<file path="config.mk">
export PLATFORM = sky130hd
export DESIGN_NAME = system_manager_access_port_access_port
export DESIGN_NICKNAME = d
export VERILOG_FILES = /design/src/system_manager_access_port_sync.v /design/src/system_manager_access_port_crc32.v /design/src/system_manager_access_port_access_port.v
export VERILOG_INCLUDE_DIRS = /design/src
export SDC_FILE = /design/constraint.sdc
export NUM_CORES = 1
export LEC_CHECK = 0
export BUFFER_PORTS_ARGS = -buffer_cell sky130_fd_sc_hd__clkbuf_2
export CORE_MARGIN = 2
export CORE_UTILIZATION = 54
export CTS_CLUSTER_DIAMETER = 100
export DETAILED_ROUTE_END_ITERATION = 7
export GPL_ROUTABILITY_DRIVEN = 0
export HOLD_SLACK_MARGIN = 0.1
export PLACE_DENSITY = 0.81
export RECOVER_POWER = 50
export SLEW_MARGIN = 5
export SYNTH_ARGS = -nofsm -noshare
export SYNTH_HDL_FRONTEND = slang
export SYNTH_SLANG_ARGS = --single-unit
</file>
<file path="constraint.sdc">
create_clock -name clock -period 4.4 [get_ports clock]
set_clock_uncertainty 0.05 [all_clocks]
set_input_delay 0.88 -clock clock [delete_from_list [all_inputs] [get_ports clock]]
set_output_delay 0.88 -clock clock [all_outputs]
set_load 0.03 [all_outputs]
</file>
<file path="src/system_manager_access_port_consts.vh">
`ifndef SYSTEM_MANAGER_ACCESS_PORT_CONSTS_VH
`define SYSTEM_MANAGER_ACCESS_PORT_CONSTS_VH
// register byte offsets
`define SYSTEM_MANAGER_ACCESS_PORT_OFS_CTRL     8'h00
`define SYSTEM_MANAGER_ACCESS_PORT_OFS_STAT     8'h04
`define SYSTEM_MANAGER_ACCESS_PORT_OFS_CLR      8'h08
`define SYSTEM_MANAGER_ACCESS_PORT_OFS_ADDR     8'h0c
`define SYSTEM_MANAGER_ACCESS_PORT_OFS_LEN      8'h10
`define SYSTEM_MANAGER_ACCESS_PORT_OFS_DATA     8'h14
`define SYSTEM_MANAGER_ACCESS_PORT_OFS_REV      8'h28
// control bits
`define SYSTEM_MANAGER_ACCESS_PORT_CB_EN        0
`define SYSTEM_MANAGER_ACCESS_PORT_CB_DIS       1
`define SYSTEM_MANAGER_ACCESS_PORT_CB_CRC       2
`define SYSTEM_MANAGER_ACCESS_PORT_CB_UPR       3
`define SYSTEM_MANAGER_ACCESS_PORT_CB_CE        4
// status bits
`define SYSTEM_MANAGER_ACCESS_PORT_SB_DONE      0
`define SYSTEM_MANAGER_ACCESS_PORT_SB_HCR       1
`define SYSTEM_MANAGER_ACCESS_PORT_SB_BUS_ERROR_FLAG      2
`define SYSTEM_MANAGER_ACCESS_PORT_SB_FAIL      3
`define SYSTEM_MANAGER_ACCESS_PORT_SB_LCK       4
`define SYSTEM_MANAGER_ACCESS_PORT_SB_EN        8
`define SYSTEM_MANAGER_ACCESS_PORT_SB_PROTECTED_FLAG      9
`define SYSTEM_MANAGER_ACCESS_PORT_SB_DBG       10
`define SYSTEM_MANAGER_ACCESS_PORT_SB_STLO      24
`define SYSTEM_MANAGER_ACCESS_PORT_SB_STHI      26
// operation state codes
`define SYSTEM_MANAGER_ACCESS_PORT_ST_IDLE      3'h0
`define SYSTEM_MANAGER_ACCESS_PORT_ST_CE        3'h1
`define SYSTEM_MANAGER_ACCESS_PORT_ST_CRC       3'h2
`define SYSTEM_MANAGER_ACCESS_PORT_ST_UPR       3'h3
// crc polynomial, reflected form
`define SYSTEM_MANAGER_ACCESS_PORT_CRC_POLY     32'hedb88320
// defaults
`define SYSTEM_MANAGER_ACCESS_PORT_ZERO32       32'h00000000
`define SYSTEM_MANAGER_ACCESS_PORT_WORD_MASK    32'hfffffffc
`define SYSTEM_MANAGER_ACCESS_PORT_WORD_STEP    32'h00000004
`define SYSTEM_MANAGER_ACCESS_PORT_REV_VALUE    32'h00000100
`define SYSTEM_MANAGER_ACCESS_PORT_FLASH_BASE   32'h00000000
`define SYSTEM_MANAGER_ACCESS_PORT_FLASH_LEN    32'h00080000
`define SYSTEM_MANAGER_ACCESS_PORT_CRC_SEED     32'hffffffff
`define SYSTEM_MANAGER_ACCESS_PORT_PAGE_MASK    32'h000001fc
`endif

</file>
<file path="src/system_manager_access_port_sync.v">
`timescale 1ns/1ns
// three stage synchroniser; change accepted when stages two and three agree
module system_manager_access_port_sync (
  input  wire clock,
  input  wire sys_rst,
  input  wire din,
  output reg  dout
);
  reg s1_reg;
  reg s2_reg;
  reg s3_reg;

  // s1 only feeds s2
  always @(posedge clock) begin
    if (sys_rst) begin
      s1_reg <= 1'b1;
      s2_reg <= 1'b1;
      s3_reg <= 1'b1;
      dout   <= 1'b1;
    end else begin
      s1_reg <= din;
      s2_reg <= s1_reg;
      s3_reg <= s2_reg;
      if (s2_reg == s3_reg)
        dout <= s3_reg;
    end
  end
endmodule

</file>
<file path="src/system_manager_access_port_crc32.v">
`timescale 1ns/1ns
`include "system_manager_access_port_consts.vh"
// one 32-bit word folded into a reflected crc32, lsb first
module system_manager_access_port_crc32 (
  input  wire [31:0] crc_in,
  input  wire [31:0] word,
  output reg  [31:0] crc_out
);
  integer i;
  reg [31:0] c;

  // combinational fold, 32 bit steps in one cycle
  always @* begin
    c = crc_in ^ word;
    for (i = 0; i < 32; i = i + 1) begin
      if (c[0])
        c = (c >> 1) ^ `SYSTEM_MANAGER_ACCESS_PORT_CRC_POLY;
      else
        c = c >> 1;
    end
    crc_out = c;
  end
endmodule

</file>
<file path="src/system_manager_access_port_access_port.v">
`timescale 1ns/1ns
`include "system_manager_access_port_consts.vh"
module system_manager_access_port_access_port (
  input  wire        clock,
  input  wire        sys_rst,
  input  wire [7:0]  reg_addr,
  input  wire        reg_wr,
  input  wire        reg_rd,
  input  wire [31:0] reg_wdata,
  output reg  [31:0] reg_rdata,
  input  wire        test_clk,
  input  wire        protected_flag_in,
  input  wire        hold_req,
  output wire        hold_core_reset,
  output wire        erase_req,
  input  wire        erase_done,
  input  wire        erase_fail,
  output wire        mem_req,
  output wire [31:0] mem_addr,
  output wire        mem_upage,
  input  wire        mem_ack,
  input  wire        mem_err,
  input  wire [31:0] mem_rdata
);

  // operation state and its next value; codes match the status field
  reg  [2:0]  state_reg;
  reg  [2:0]  state_next;
  // enable and the status flag bits, one register per flag
  reg         en_reg;
  reg         protected_flag_reg;
  reg         dbg_reg;
  reg         lck_reg;
  reg         fail_reg;
  reg         bus_error_flag_reg;
  reg         hcr_reg;
  reg         done_reg;
  // user visible address, length and data registers
  reg  [31:0] addr_reg;
  reg  [31:0] len_reg;
  reg  [31:0] data_reg;
  // edge detector history and strap capture marker
  reg         tck_prev_reg;
  reg         protected_flag_seen_reg;
  // internal nets: synced pin, crc result and decoded strobes
  wire        tck_s;
  wire [31:0] crc_new;
  wire        wr_ok;
  wire        busy;
  wire        hide_ad;
  wire        w_ctrl;
  wire        w_clr;
  wire        go_ce;
  wire        go_crc;
  wire        go_upr;
  wire        dis;
  wire [31:0] st_word;

  // the test clock pin is asynchronous to clock; it only ever feeds
  // the debugger flag, so three stages of latency cost nothing, and
  // the agree rule keeps a single metastable sample from counting
  system_manager_access_port_sync u_tck (
    .clock   (clock),
    .sys_rst (sys_rst),
    .din     (test_clk),
    .dout    (tck_s)
  );


  // crc fold works on the word the memory returns this cycle; the
  // whole 32 bit step is combinational, which trades a long path for
  // one word per acknowledge and no extra counter
  system_manager_access_port_crc32 u_crc (
    .crc_in  (data_reg),
    .word    (mem_rdata),
    .crc_out (crc_new)
  );


  // decoded register strobes; writes ignored while disabled
  // the control register is decoded without the enable so that the
  // enable bit itself can be written; every trigger still needs it.
  // triggers are only taken while idle: a running operation cannot be
  // interrupted except by the disable bit, which wins over all else.
  // when several triggers are written at once the priority is
  // erase, then crc, then user page read
  assign busy    = (state_reg != `SYSTEM_MANAGER_ACCESS_PORT_ST_IDLE);
  assign wr_ok   = reg_wr & en_reg;
  assign w_ctrl  = reg_wr & (reg_addr == `SYSTEM_MANAGER_ACCESS_PORT_OFS_CTRL);
  assign w_clr   = wr_ok & (reg_addr == `SYSTEM_MANAGER_ACCESS_PORT_OFS_CLR);
  assign dis     = w_ctrl & reg_wdata[`SYSTEM_MANAGER_ACCESS_PORT_CB_DIS];
  assign go_ce   = w_ctrl & en_reg & ~busy & ~dis & reg_wdata[`SYSTEM_MANAGER_ACCESS_PORT_CB_CE];
  assign go_crc  = w_ctrl & en_reg & ~busy & ~dis & ~reg_wdata[`SYSTEM_MANAGER_ACCESS_PORT_CB_CE]
                   & reg_wdata[`SYSTEM_MANAGER_ACCESS_PORT_CB_CRC];
  assign go_upr  = w_ctrl & en_reg & ~busy & ~dis & ~reg_wdata[`SYSTEM_MANAGER_ACCESS_PORT_CB_CE]
                   & ~reg_wdata[`SYSTEM_MANAGER_ACCESS_PORT_CB_CRC] & reg_wdata[`SYSTEM_MANAGER_ACCESS_PORT_CB_UPR];
  assign hide_ad = protected_flag_reg & busy;


  // memory side requests follow the operation state
  // requests are decoded straight from the state register, so they
  // fall in the cycle after the acknowledge without any extra flop;
  // the user page offset is limited to one page, higher bits dropped
  assign erase_req       = (state_reg == `SYSTEM_MANAGER_ACCESS_PORT_ST_CE);
  assign mem_req         = (state_reg == `SYSTEM_MANAGER_ACCESS_PORT_ST_CRC) |
                           (state_reg == `SYSTEM_MANAGER_ACCESS_PORT_ST_UPR);
  assign mem_upage       = (state_reg == `SYSTEM_MANAGER_ACCESS_PORT_ST_UPR);
  assign mem_addr        = mem_upage ? (addr_reg & `SYSTEM_MANAGER_ACCESS_PORT_PAGE_MASK)
                                     : addr_reg;
  assign hold_core_reset = hcr_reg;


  // next operation state
  // erase waits for the engine, a page read for one word, and a crc
  // for its last word or the first bus error; a bus error aborts the
  // crc so a bad range cannot keep the port busy for ever
  always @* begin
    state_next = state_reg;
    case (state_reg)
      `SYSTEM_MANAGER_ACCESS_PORT_ST_IDLE: begin
        if (go_ce)
          state_next = `SYSTEM_MANAGER_ACCESS_PORT_ST_CE;
        else if (go_crc)
          state_next = `SYSTEM_MANAGER_ACCESS_PORT_ST_CRC;
        else if (go_upr)
          state_next = `SYSTEM_MANAGER_ACCESS_PORT_ST_UPR;
      end
      `SYSTEM_MANAGER_ACCESS_PORT_ST_CE: begin
        if (erase_done)
          state_next = `SYSTEM_MANAGER_ACCESS_PORT_ST_IDLE;
      end
      `SYSTEM_MANAGER_ACCESS_PORT_ST_CRC: begin
        if (mem_ack & (mem_err | (len_reg <= `SYSTEM_MANAGER_ACCESS_PORT_WORD_STEP)))
          state_next = `SYSTEM_MANAGER_ACCESS_PORT_ST_IDLE;
      end
      `SYSTEM_MANAGER_ACCESS_PORT_ST_UPR: begin
        if (mem_ack)
          state_next = `SYSTEM_MANAGER_ACCESS_PORT_ST_IDLE;
      end
      default: state_next = `SYSTEM_MANAGER_ACCESS_PORT_ST_IDLE;
    endcase
  end


  // main sequential process; disable acts like reset except protection, debug and hold
  // protection and the debugger flag survive a disable on purpose:
  // otherwise a disable would be a way out of the protected state.
  // the hold request is a level from the reset sequencer and keeps the
  // core held whatever the register side does.
  // within one cycle a hardware set always wins over a software clear,
  // so an event that lands with the clear write is never lost
  always @(posedge clock) begin
    if (sys_rst) begin
      state_reg     <= `SYSTEM_MANAGER_ACCESS_PORT_ST_IDLE;
      en_reg        <= 1'b0;
      protected_flag_reg      <= 1'b0;
      protected_flag_seen_reg <= 1'b0;
      dbg_reg       <= 1'b0;
      lck_reg       <= 1'b0;
      fail_reg      <= 1'b0;
      bus_error_flag_reg      <= 1'b0;
      hcr_reg       <= 1'b0;
      done_reg      <= 1'b0;
      addr_reg      <= `SYSTEM_MANAGER_ACCESS_PORT_ZERO32;
      len_reg       <= `SYSTEM_MANAGER_ACCESS_PORT_ZERO32;
      data_reg      <= `SYSTEM_MANAGER_ACCESS_PORT_ZERO32;
      tck_prev_reg  <= 1'b1;
    end else begin
      tck_prev_reg <= tck_s;
      // protection strap caught once after reset release
      if (!protected_flag_seen_reg) begin
        protected_flag_seen_reg <= 1'b1;
        protected_flag_reg      <= protected_flag_in;
      end
      if (tck_prev_reg & ~tck_s)
        dbg_reg <= 1'b1;
      if (dis) begin
        state_reg <= `SYSTEM_MANAGER_ACCESS_PORT_ST_IDLE;
        en_reg    <= 1'b0;
        lck_reg   <= 1'b0;
        fail_reg  <= 1'b0;
        bus_error_flag_reg  <= 1'b0;
        done_reg  <= 1'b0;
        addr_reg  <= `SYSTEM_MANAGER_ACCESS_PORT_ZERO32;
        len_reg   <= `SYSTEM_MANAGER_ACCESS_PORT_ZERO32;
        data_reg  <= `SYSTEM_MANAGER_ACCESS_PORT_ZERO32;
        if (hold_req)
          hcr_reg <= 1'b1;
      end else begin
        state_reg <= state_next;
        if (w_ctrl & reg_wdata[`SYSTEM_MANAGER_ACCESS_PORT_CB_EN])
          en_reg <= 1'b1;
        if (w_clr & reg_wdata[`SYSTEM_MANAGER_ACCESS_PORT_SB_DONE])
          done_reg <= 1'b0;
        if (w_clr & reg_wdata[`SYSTEM_MANAGER_ACCESS_PORT_SB_BUS_ERROR_FLAG])
          bus_error_flag_reg <= 1'b0;
        if (w_clr & reg_wdata[`SYSTEM_MANAGER_ACCESS_PORT_SB_FAIL])
          fail_reg <= 1'b0;
        if (w_clr & reg_wdata[`SYSTEM_MANAGER_ACCESS_PORT_SB_LCK])
          lck_reg <= 1'b0;
        if (w_clr & reg_wdata[`SYSTEM_MANAGER_ACCESS_PORT_SB_HCR] & ~protected_flag_reg)
          hcr_reg <= 1'b0;
        if (hold_req)
          hcr_reg <= 1'b1;
        // register writes; protected busy and length blocked
        if (wr_ok & ~busy & ~hide_ad & (reg_addr == `SYSTEM_MANAGER_ACCESS_PORT_OFS_ADDR))
          addr_reg <= reg_wdata & `SYSTEM_MANAGER_ACCESS_PORT_WORD_MASK;
        if (wr_ok & ~busy & ~protected_flag_reg & (reg_addr == `SYSTEM_MANAGER_ACCESS_PORT_OFS_LEN))
          len_reg <= reg_wdata & `SYSTEM_MANAGER_ACCESS_PORT_WORD_MASK;
        if (wr_ok & ~busy & ~hide_ad & (reg_addr == `SYSTEM_MANAGER_ACCESS_PORT_OFS_DATA))
          data_reg <= reg_wdata;
        if (go_crc & protected_flag_reg) begin
          addr_reg <= `SYSTEM_MANAGER_ACCESS_PORT_FLASH_BASE;
          len_reg  <= `SYSTEM_MANAGER_ACCESS_PORT_FLASH_LEN;
          data_reg <= `SYSTEM_MANAGER_ACCESS_PORT_CRC_SEED;
          lck_reg  <= 1'b1;
        end
        // zero length crc ends at once
        if (go_crc & ~protected_flag_reg & (len_reg == `SYSTEM_MANAGER_ACCESS_PORT_ZERO32))
          state_reg <= `SYSTEM_MANAGER_ACCESS_PORT_ST_IDLE;
        if (go_crc & ~protected_flag_reg & (len_reg == `SYSTEM_MANAGER_ACCESS_PORT_ZERO32))
          done_reg <= 1'b1;
        case (state_reg)
          `SYSTEM_MANAGER_ACCESS_PORT_ST_CE: begin
            if (erase_done) begin
              done_reg <= 1'b1;
              if (erase_fail)
                fail_reg <= 1'b1;
              else
                protected_flag_reg <= 1'b0;
            end
          end
          `SYSTEM_MANAGER_ACCESS_PORT_ST_CRC: begin
            // the fetch address and remaining length move together, so
            // after the run they point just past the area that was read;
            // on a bus error both stay at the failing word
            if (mem_ack) begin
              if (mem_err) begin
                bus_error_flag_reg <= 1'b1;
                done_reg <= 1'b1;
              end else begin
                data_reg <= crc_new;
                addr_reg <= addr_reg + `SYSTEM_MANAGER_ACCESS_PORT_WORD_STEP;
                len_reg  <= (len_reg <= `SYSTEM_MANAGER_ACCESS_PORT_WORD_STEP) ? `SYSTEM_MANAGER_ACCESS_PORT_ZERO32
                            : len_reg - `SYSTEM_MANAGER_ACCESS_PORT_WORD_STEP;
                if (len_reg <= `SYSTEM_MANAGER_ACCESS_PORT_WORD_STEP)
                  done_reg <= 1'b1;
              end
            end
          end
          `SYSTEM_MANAGER_ACCESS_PORT_ST_UPR: begin
            if (mem_ack) begin
              done_reg <= 1'b1;
              if (mem_err)
                bus_error_flag_reg <= 1'b1;
              else
                data_reg <= mem_rdata;
              addr_reg <= addr_reg + `SYSTEM_MANAGER_ACCESS_PORT_WORD_STEP;
            end
          end
          default: begin
          end
        endcase
      end
    end
  end


  // status word assembly; reserved bits read zero
  // the state field is the live state register, so a poll shows the
  // operation running until the cycle in which done is set
  assign st_word = {5'h00, state_reg, 13'h0000, dbg_reg, protected_flag_reg, en_reg,
                    3'h0, lck_reg, fail_reg, bus_error_flag_reg, hcr_reg, done_reg};


  // read data register; write-only and unmapped read zero
  // read data stand for one cycle only and are zero otherwise, so a
  // late sample on the debug side sees zero rather than old data;
  // while disabled every read returns zero
  always @(posedge clock) begin
    if (sys_rst) begin
      reg_rdata <= `SYSTEM_MANAGER_ACCESS_PORT_ZERO32;
    end else if (reg_rd & en_reg) begin
      case (reg_addr)
        `SYSTEM_MANAGER_ACCESS_PORT_OFS_STAT: reg_rdata <= st_word;
        `SYSTEM_MANAGER_ACCESS_PORT_OFS_ADDR: reg_rdata <= hide_ad ? `SYSTEM_MANAGER_ACCESS_PORT_ZERO32 : addr_reg;
        `SYSTEM_MANAGER_ACCESS_PORT_OFS_LEN:  reg_rdata <= protected_flag_reg ? `SYSTEM_MANAGER_ACCESS_PORT_ZERO32 : len_reg;
        `SYSTEM_MANAGER_ACCESS_PORT_OFS_DATA: reg_rdata <= hide_ad ? `SYSTEM_MANAGER_ACCESS_PORT_ZERO32 : data_reg;
        `SYSTEM_MANAGER_ACCESS_PORT_OFS_REV:  reg_rdata <= `SYSTEM_MANAGER_ACCESS_PORT_REV_VALUE;
        default:        reg_rdata <= `SYSTEM_MANAGER_ACCESS_PORT_ZERO32;
      endcase
    end else begin
      reg_rdata <= `SYSTEM_MANAGER_ACCESS_PORT_ZERO32;
    end
  end
endmodule

</file>
== Word-level counts from Yosys, hierarchy flattened ==
Index checks and enable logic that the tools add are counted.
Widths: inputs -> output; s select.

* Bits in registers: 145
* Bits of input ports: 83
* Word-level logic and storage cells: 215
* Output and inout port bits: 68
* ROM bits: 0
* Memories: 0
* Bits in latches: 0
* Memory bits (writable): 0

* Magnitude comparators: 1
* Eq/ne operators: 15
* Muxes and demuxes: 91
* Divide/modulo/power cells: 0
* Reductions and logical operators: 12
* Add/subtract/negate cells: 2
* Multipliers: 0
* Bitwise logic cells: 75
* Shift-type cells: 0

{| class="wikitable"
|+ Operators with widths
! kind !! count
|-
| $mux 32 || 53
|-
| $not 13->14 || 32
|-
| $pmux 32 s5 || 1
|-
| $pmux 32 s2 || 2
|-
| $add 32x3->32 const B || 1
|-
| $and 1x1->1 || 32
|-
| $le 32x3->1 const B || 1
|-
| $logic_not 32->1 || 1
|-
| $sub 32x3->32 const B || 1
|-
| $xor 32x32->32 || 1
|-
| $mux 1 || 27
|-
| $mux 3 || 6
|-
| $eq 8x4->1 const B || 2
|-
| $eq 8x5->1 const B || 2
|-
| $pmux 3 s4 || 1
|-
| $eq 8x3->1 const B || 1
|-
| $eq 8x6->1 const B || 1
|-
| $logic_not 8->1 || 1
|-
| $not 1->1 || 8
|-
| $eq 3x2->1 const B || 2
|-
| $ne 2x1->1 const B || 3
|-
| $reduce_or 2->1 || 3
|-
| $ne 4x4->1 const B || 1
|-
| $reduce_and 4->1 || 1
|-
| other kinds (10) || 12
|}

== Longest topological paths before layout ==
* Word-level depth: 68
* Gate-level depth with buffers: 11
* Mapped depth without buffers: 11

== By module ==
Synthesis repeated with hierarchy kept, for this count alone.

* Cell total of the unflattened synthesis: 1,222
* Area, all modules: 11,170.7 µm²

{| class="wikitable"
|+ By module, submodules not included
! module !! cells each !! instances !! seq. area each (µm²) !! area each (µm²)
|-
| system_manager_access_port_access_port || 946 || 1 || 2,802.7 || 7,871.3
|-
| system_manager_access_port_crc32 || 266 || 1 || 0.0 || 3,184.3
|-
| system_manager_access_port_sync || 10 || 1 || 80.1 || 115.1
|}

== Worst setup path before layout ==
OpenSTA, ideal clock, no wires.

* Kind: input -> register
* Start: in mem_rdata[2]
* End: reg data_reg[22]
* Arrival time: 4,098 ps
* Required time: 4,238 ps
* Buffers on the path: 0
* Library setup time: 112 ps
* Stages: 10
* Path slack: 140 ps
* Cells stage by stage: xnor2_4 > xnor3_2 > xor2_1 > xnor3_2 > xor2_2 > xnor3_1 > xnor2_1 > xnor2_2 > xnor2_1 > a2111oi_1

* Word-level cells in the longest chain between the ends: 46
* Elaborated cells on any way between the ends: 61
* Those cells by class: mux: 35; bitwise: 26

{| class="wikitable"
|+ RTL lines
! item !! RTL line !! text
|-
| from (decl) || system_manager_access_port_access_port.v:23 || <nowiki>input wire [31:0] mem_rdata</nowiki>
|-
| $xor 32x32->32 (*) || system_manager_access_port_crc32.v:14 || <nowiki>c = crc_in ^ word;</nowiki>
|-
| $mux 32 (*) (6 in series) || system_manager_access_port_crc32.v:16 || <nowiki>if (c[0])</nowiki>
|-
| $not 13->14 (no source line) or $mux 32 (tied branches) || - ||
|-
| $mux 32 (*) (6 in series) || system_manager_access_port_crc32.v:16 ||
|-
| $not 13->14 (no source line) or $mux 32 (tied branches) || - ||
|-
| $mux 32 (*) || system_manager_access_port_crc32.v:16 ||
|-
| $not 13->14 (no source line) or $mux 32 (tied branches) || - ||
|-
| $mux 32 (*) (3 in series) || system_manager_access_port_crc32.v:16 ||
|-
| [... 16 more ...] || - ||
|-
| $mux 32 (*) (2 in series) || system_manager_access_port_crc32.v:16 ||
|-
| $not 13->14 (no source line) or $mux 32 (tied branches) || - ||
|-
| $mux 32 (*) || system_manager_access_port_crc32.v:16 ||
|-
| $not 13->14 (no source line) or $mux 32 (tied branches) || - ||
|-
| $mux 32 (*) (2 in series) || system_manager_access_port_crc32.v:16 ||
|-
| $mux 32 (*) || system_manager_access_port_access_port.v:238 || <nowiki>if (mem_err) begin</nowiki>
|-
| $mux 32 (*) || system_manager_access_port_access_port.v:237 || <nowiki>if (mem_ack) begin</nowiki>
|-
| $pmux 32 s2 (*) || system_manager_access_port_access_port.v:223 || <nowiki>case (state_reg)</nowiki>
|-
| to (signal assigned) || system_manager_access_port_access_port.v:215 || <nowiki>data_reg <= `SYSTEM_MANAGER_ACCESS_PORT_CRC_SEED;</nowiki>
|-
| to (signal assigned) || system_manager_access_port_access_port.v:242 || <nowiki>data_reg <= crc_new;</nowiki>
|-
| to (signal assigned) || system_manager_access_port_access_port.v:257 || <nowiki>data_reg <= mem_rdata;</nowiki>
|-
| to (decl) || system_manager_access_port_access_port.v:41 || <nowiki>reg [31:0] data_reg;</nowiki>
|}

Mark *: on every way between the ends. The rest lies on a longest branch, timed or not.
A chain may end at the register's enable or synchronous reset.

== Final worst setup path ==
* Start: in mem_rdata[3]
* End: reg data_reg[23]

* Word-level cells in the longest chain between the ends: 46
* Elaborated cells on any way between the ends: 61
* Those cells by class: mux: 35; bitwise: 26

{| class="wikitable"
|+ RTL lines
! item !! RTL line
|-
| $xor 32x32->32 (*) || system_manager_access_port_crc32.v:14
|-
| $mux 32 (*) (7 in series) || system_manager_access_port_crc32.v:16
|-
| $not 13->14 (no source line) or $mux 32 (tied branches) || -
|-
| $mux 32 (*) (6 in series) || system_manager_access_port_crc32.v:16
|-
| $not 13->14 (no source line) or $mux 32 (tied branches) || -
|-
| $mux 32 (*) || system_manager_access_port_crc32.v:16
|-
| $not 13->14 (no source line) or $mux 32 (tied branches) || -
|-
| $mux 32 (*) (3 in series) || system_manager_access_port_crc32.v:16
|-
| [... 16 more ...] || -
|-
| $mux 32 (*) (2 in series) || system_manager_access_port_crc32.v:16
|-
| $not 13->14 (no source line) or $mux 32 (tied branches) || -
|-
| $mux 32 (*) || system_manager_access_port_crc32.v:16
|-
| $not 13->14 (no source line) or $mux 32 (tied branches) || -
|-
| $mux 32 (*) || system_manager_access_port_crc32.v:16
|-
| $mux 32 (*) || system_manager_access_port_access_port.v:238
|-
| $mux 32 (*) || system_manager_access_port_access_port.v:237
|-
| $pmux 32 s2 (*) || system_manager_access_port_access_port.v:223
|}

Marked as above.

==> metrics.txt <==
status finished, violations left; failing checks max-capacitance violations, max-slew violations; area leader, netlist dfxtp_1; Syn Std Cell Area 0.0111 sq mm; crit start category input port; number of synthesized flops with an enable pin 0; TritonRoute pass-1 iters 7; crit end category flop; list of most frequent post-synthesis cells nor2_1, xnor2_1, nand2_1; Pleak 0.00510 uW; Core ar. 0.0202 sq mm; total CTS buffers 17; Clock Pin Slew Worst Setup and Hold Paths 0.06 ns; CP peak stage delay 0.55 ns; count leader, synth nor2_1; DIE AREA 0.0218 sq mm; clock sink count 144; sequential area share after synthesis 0.259; yosys warns 0; grt ovf 0; Die Wd 148 microns; worst path required time 4.64 ns; DRC Markers 0; gr usage total 0.374; Initial Utilization 0.551; Cells after Synth 1387; fin nets 1641; max-slew violation count 45; worst IR drop on VDD 0.00113 V; post-CTS setup buffers 0; Hold WC Path Type flop to flop; WP buf/inv 2; post-DP HPWL 31500 microns; synth unique cells 59; critical path class input port to flop; port bufs 150; final hold vios 0; Post-Route Utilization 0.644; largest net degree at the start of global routing 45; Clock Root Buffer clkbuf_16; max cap viols 1; initial antenna violation count 0; std cell rows 52; Tmin final 4.17 ns; unrepaired setup endpoints after global routing false; CTS max path bufs 2; I/O pin cnt 151; FF+latch count, synth 144; number of diodes 0; max_slew headroom -0.152; Area contributors post-synth dfxtp_1, xnor2_1, a21oi_1, nor2_1, xnor3_1; layout cell share with drive strength beyond 1 0.166; pwr dens 821 mW/mm^2; maximum clock frequency 240 MHz; Tightest Pin Transition 1.72 ns; ys flop type dfxtp_1; CP max-delay cell xnor3_1; vias in the first global route 11000; fraction of registers with async set/reset 0; CTS resizes 0; routed wire length 41600 microns; CTS tree yes; fillers 1691; setup_tns 0 ns; syn avg cell area 8.03 sq um; worst-path fanout max 5; P&R area growth vs syn 17.0%; vias per cell 6.39; H-Tree Depth 4; first-pass GRT wire length 62500 microns; Top delay family on crit path XOR/XNOR gates; DIE HEIGHT 148 microns; Cell Chain, Critical Path clkbuf_2 -> xnor2_4 -> xnor3_2 -> xnor2_2 -> xor2_2 -> xnor3_1 -> xnor2_4 -> buf_4 -> xor2_2 -> xnor2_1 -> a2111oi_2 -> a2111oi_2; Period Utilization, post-route 0.947; CP arrival 4.41 ns; syn nets 1474; wire per inst 22.6 microns; Antenna Nets Post-Route 0; hold_buf cts 0; Clk Latency, worst-skew pair 0.44 ns; top-area cell type share of the netlist area 0.259; Setup-failing EPs final 0; vias 11700; DRT iter0 DRCs 1899
[cells by family (layout without fill, tap and decap cells)]
kind of cell	after synthesis	count (layout)	share of synthesized area
AO/OA/AOI/OAI	328	328	0.180
XOR/XNOR	299	299	0.311
adder cells (fa/ha/maj)	4	4	0.00449
buffers and inverters	99	279	0.0357
flip-flops	144	144	0.259
multiplexers	17	17	0.0154
AND/OR/NAND/NOR	496	496	0.195
[area by class of cell]
type	instances	area, sq um	share of cell area
flip-flops and latches	144	2880	0.221
clock inverters	11	129	0.00989
clock buffers	21	460	0.0353
inverters	17	63.8	0.00490
repair buffers	230	1280	0.0984
well taps	270	338	0.0259
multi-input cells	1144	7880	0.604
[metrics by stage]
step           instance area (sq um)  total power (uW)  setup slack, ns  hold WS, ns  instances
2_1_floorplan                  11100              6960            0.140        0.339       1387
3_3_place_gp                   12500              8770            0.135        0.343       1805
3_5_place_dp                   12500              8970           -0.118        0.352       1805
4_1_cts                        13100             10500            0.309        0.367       1837
5_1_grt                        13000             11100           0.0834        0.390       1837
6_report                       13000             10700            0.234        0.367       1837
[worst reg2reg max path, stage by stage, from the launching register on]
cell	delay, ns
dfxtp_1	0.51
xnor2_4	0.18
xnor3_2	0.56
xnor2_2	0.39
xor2_2	0.27
xnor3_1	0.55
xnor2_4	0.30
buf_4	0.18
xor2_2	0.30
xnor2_1	0.19
a2111oi_2	0.07
a2111oi_2	0.35
[power breakdown]
group | total, uW | switching, uW | internal [uW] | leakage [uW]
Combinational | 7910 | 4090 | 3820 | 0.00366
Clock | 1480 | 614 | 869 | 0.000273
Sequential | 1310 | 2.56 | 1310 | 0.00116
Total | 10700 | 4710 | 5990 | 0.00510
[path summary, 6_finish.rpt]
path         cells after the start  slack (ns)            to          from
max                             12        0.23  data_reg[23]  mem_rdata[3]
min reg2reg                      1        0.37  u_tck.s2_reg  u_tck.s1_reg
min                              1        0.37  u_tck.s2_reg  u_tck.s1_reg
max reg2reg                     11        0.35  data_reg[23]   data_reg[2]
[routing by layer]
metal,vias up,share of wire,GRT usage
met5,-,0.0011,0
met4,2,0.072,0.209
met3,262,0.14,0.118
met2,960,0.43,0.572
met1,5418,0.35,0.468
li1,5104,-,-
[placed cells by master (no fill, tap or decap), types with 15 or more instances in the layout]
cell and instances:
a21oi_1 153, xnor2_1 177, clkbuf_16 17, inv_1 15, and3_1 19, nor3_1 27
a22oi_1 41, xnor2_2 15, and2_1 21, dfxtp_1 144, buf_4 76, nand2_1 159
nor2_1 197, mux2i_1 16, a31oi_1 22, nand3_1 22, a221oi_1 24, clkbuf_1 51
clkbuf_2 104, xor2_1 53, o21ai_0 53, xnor3_1 31
(Power assumes the default switching activity.)
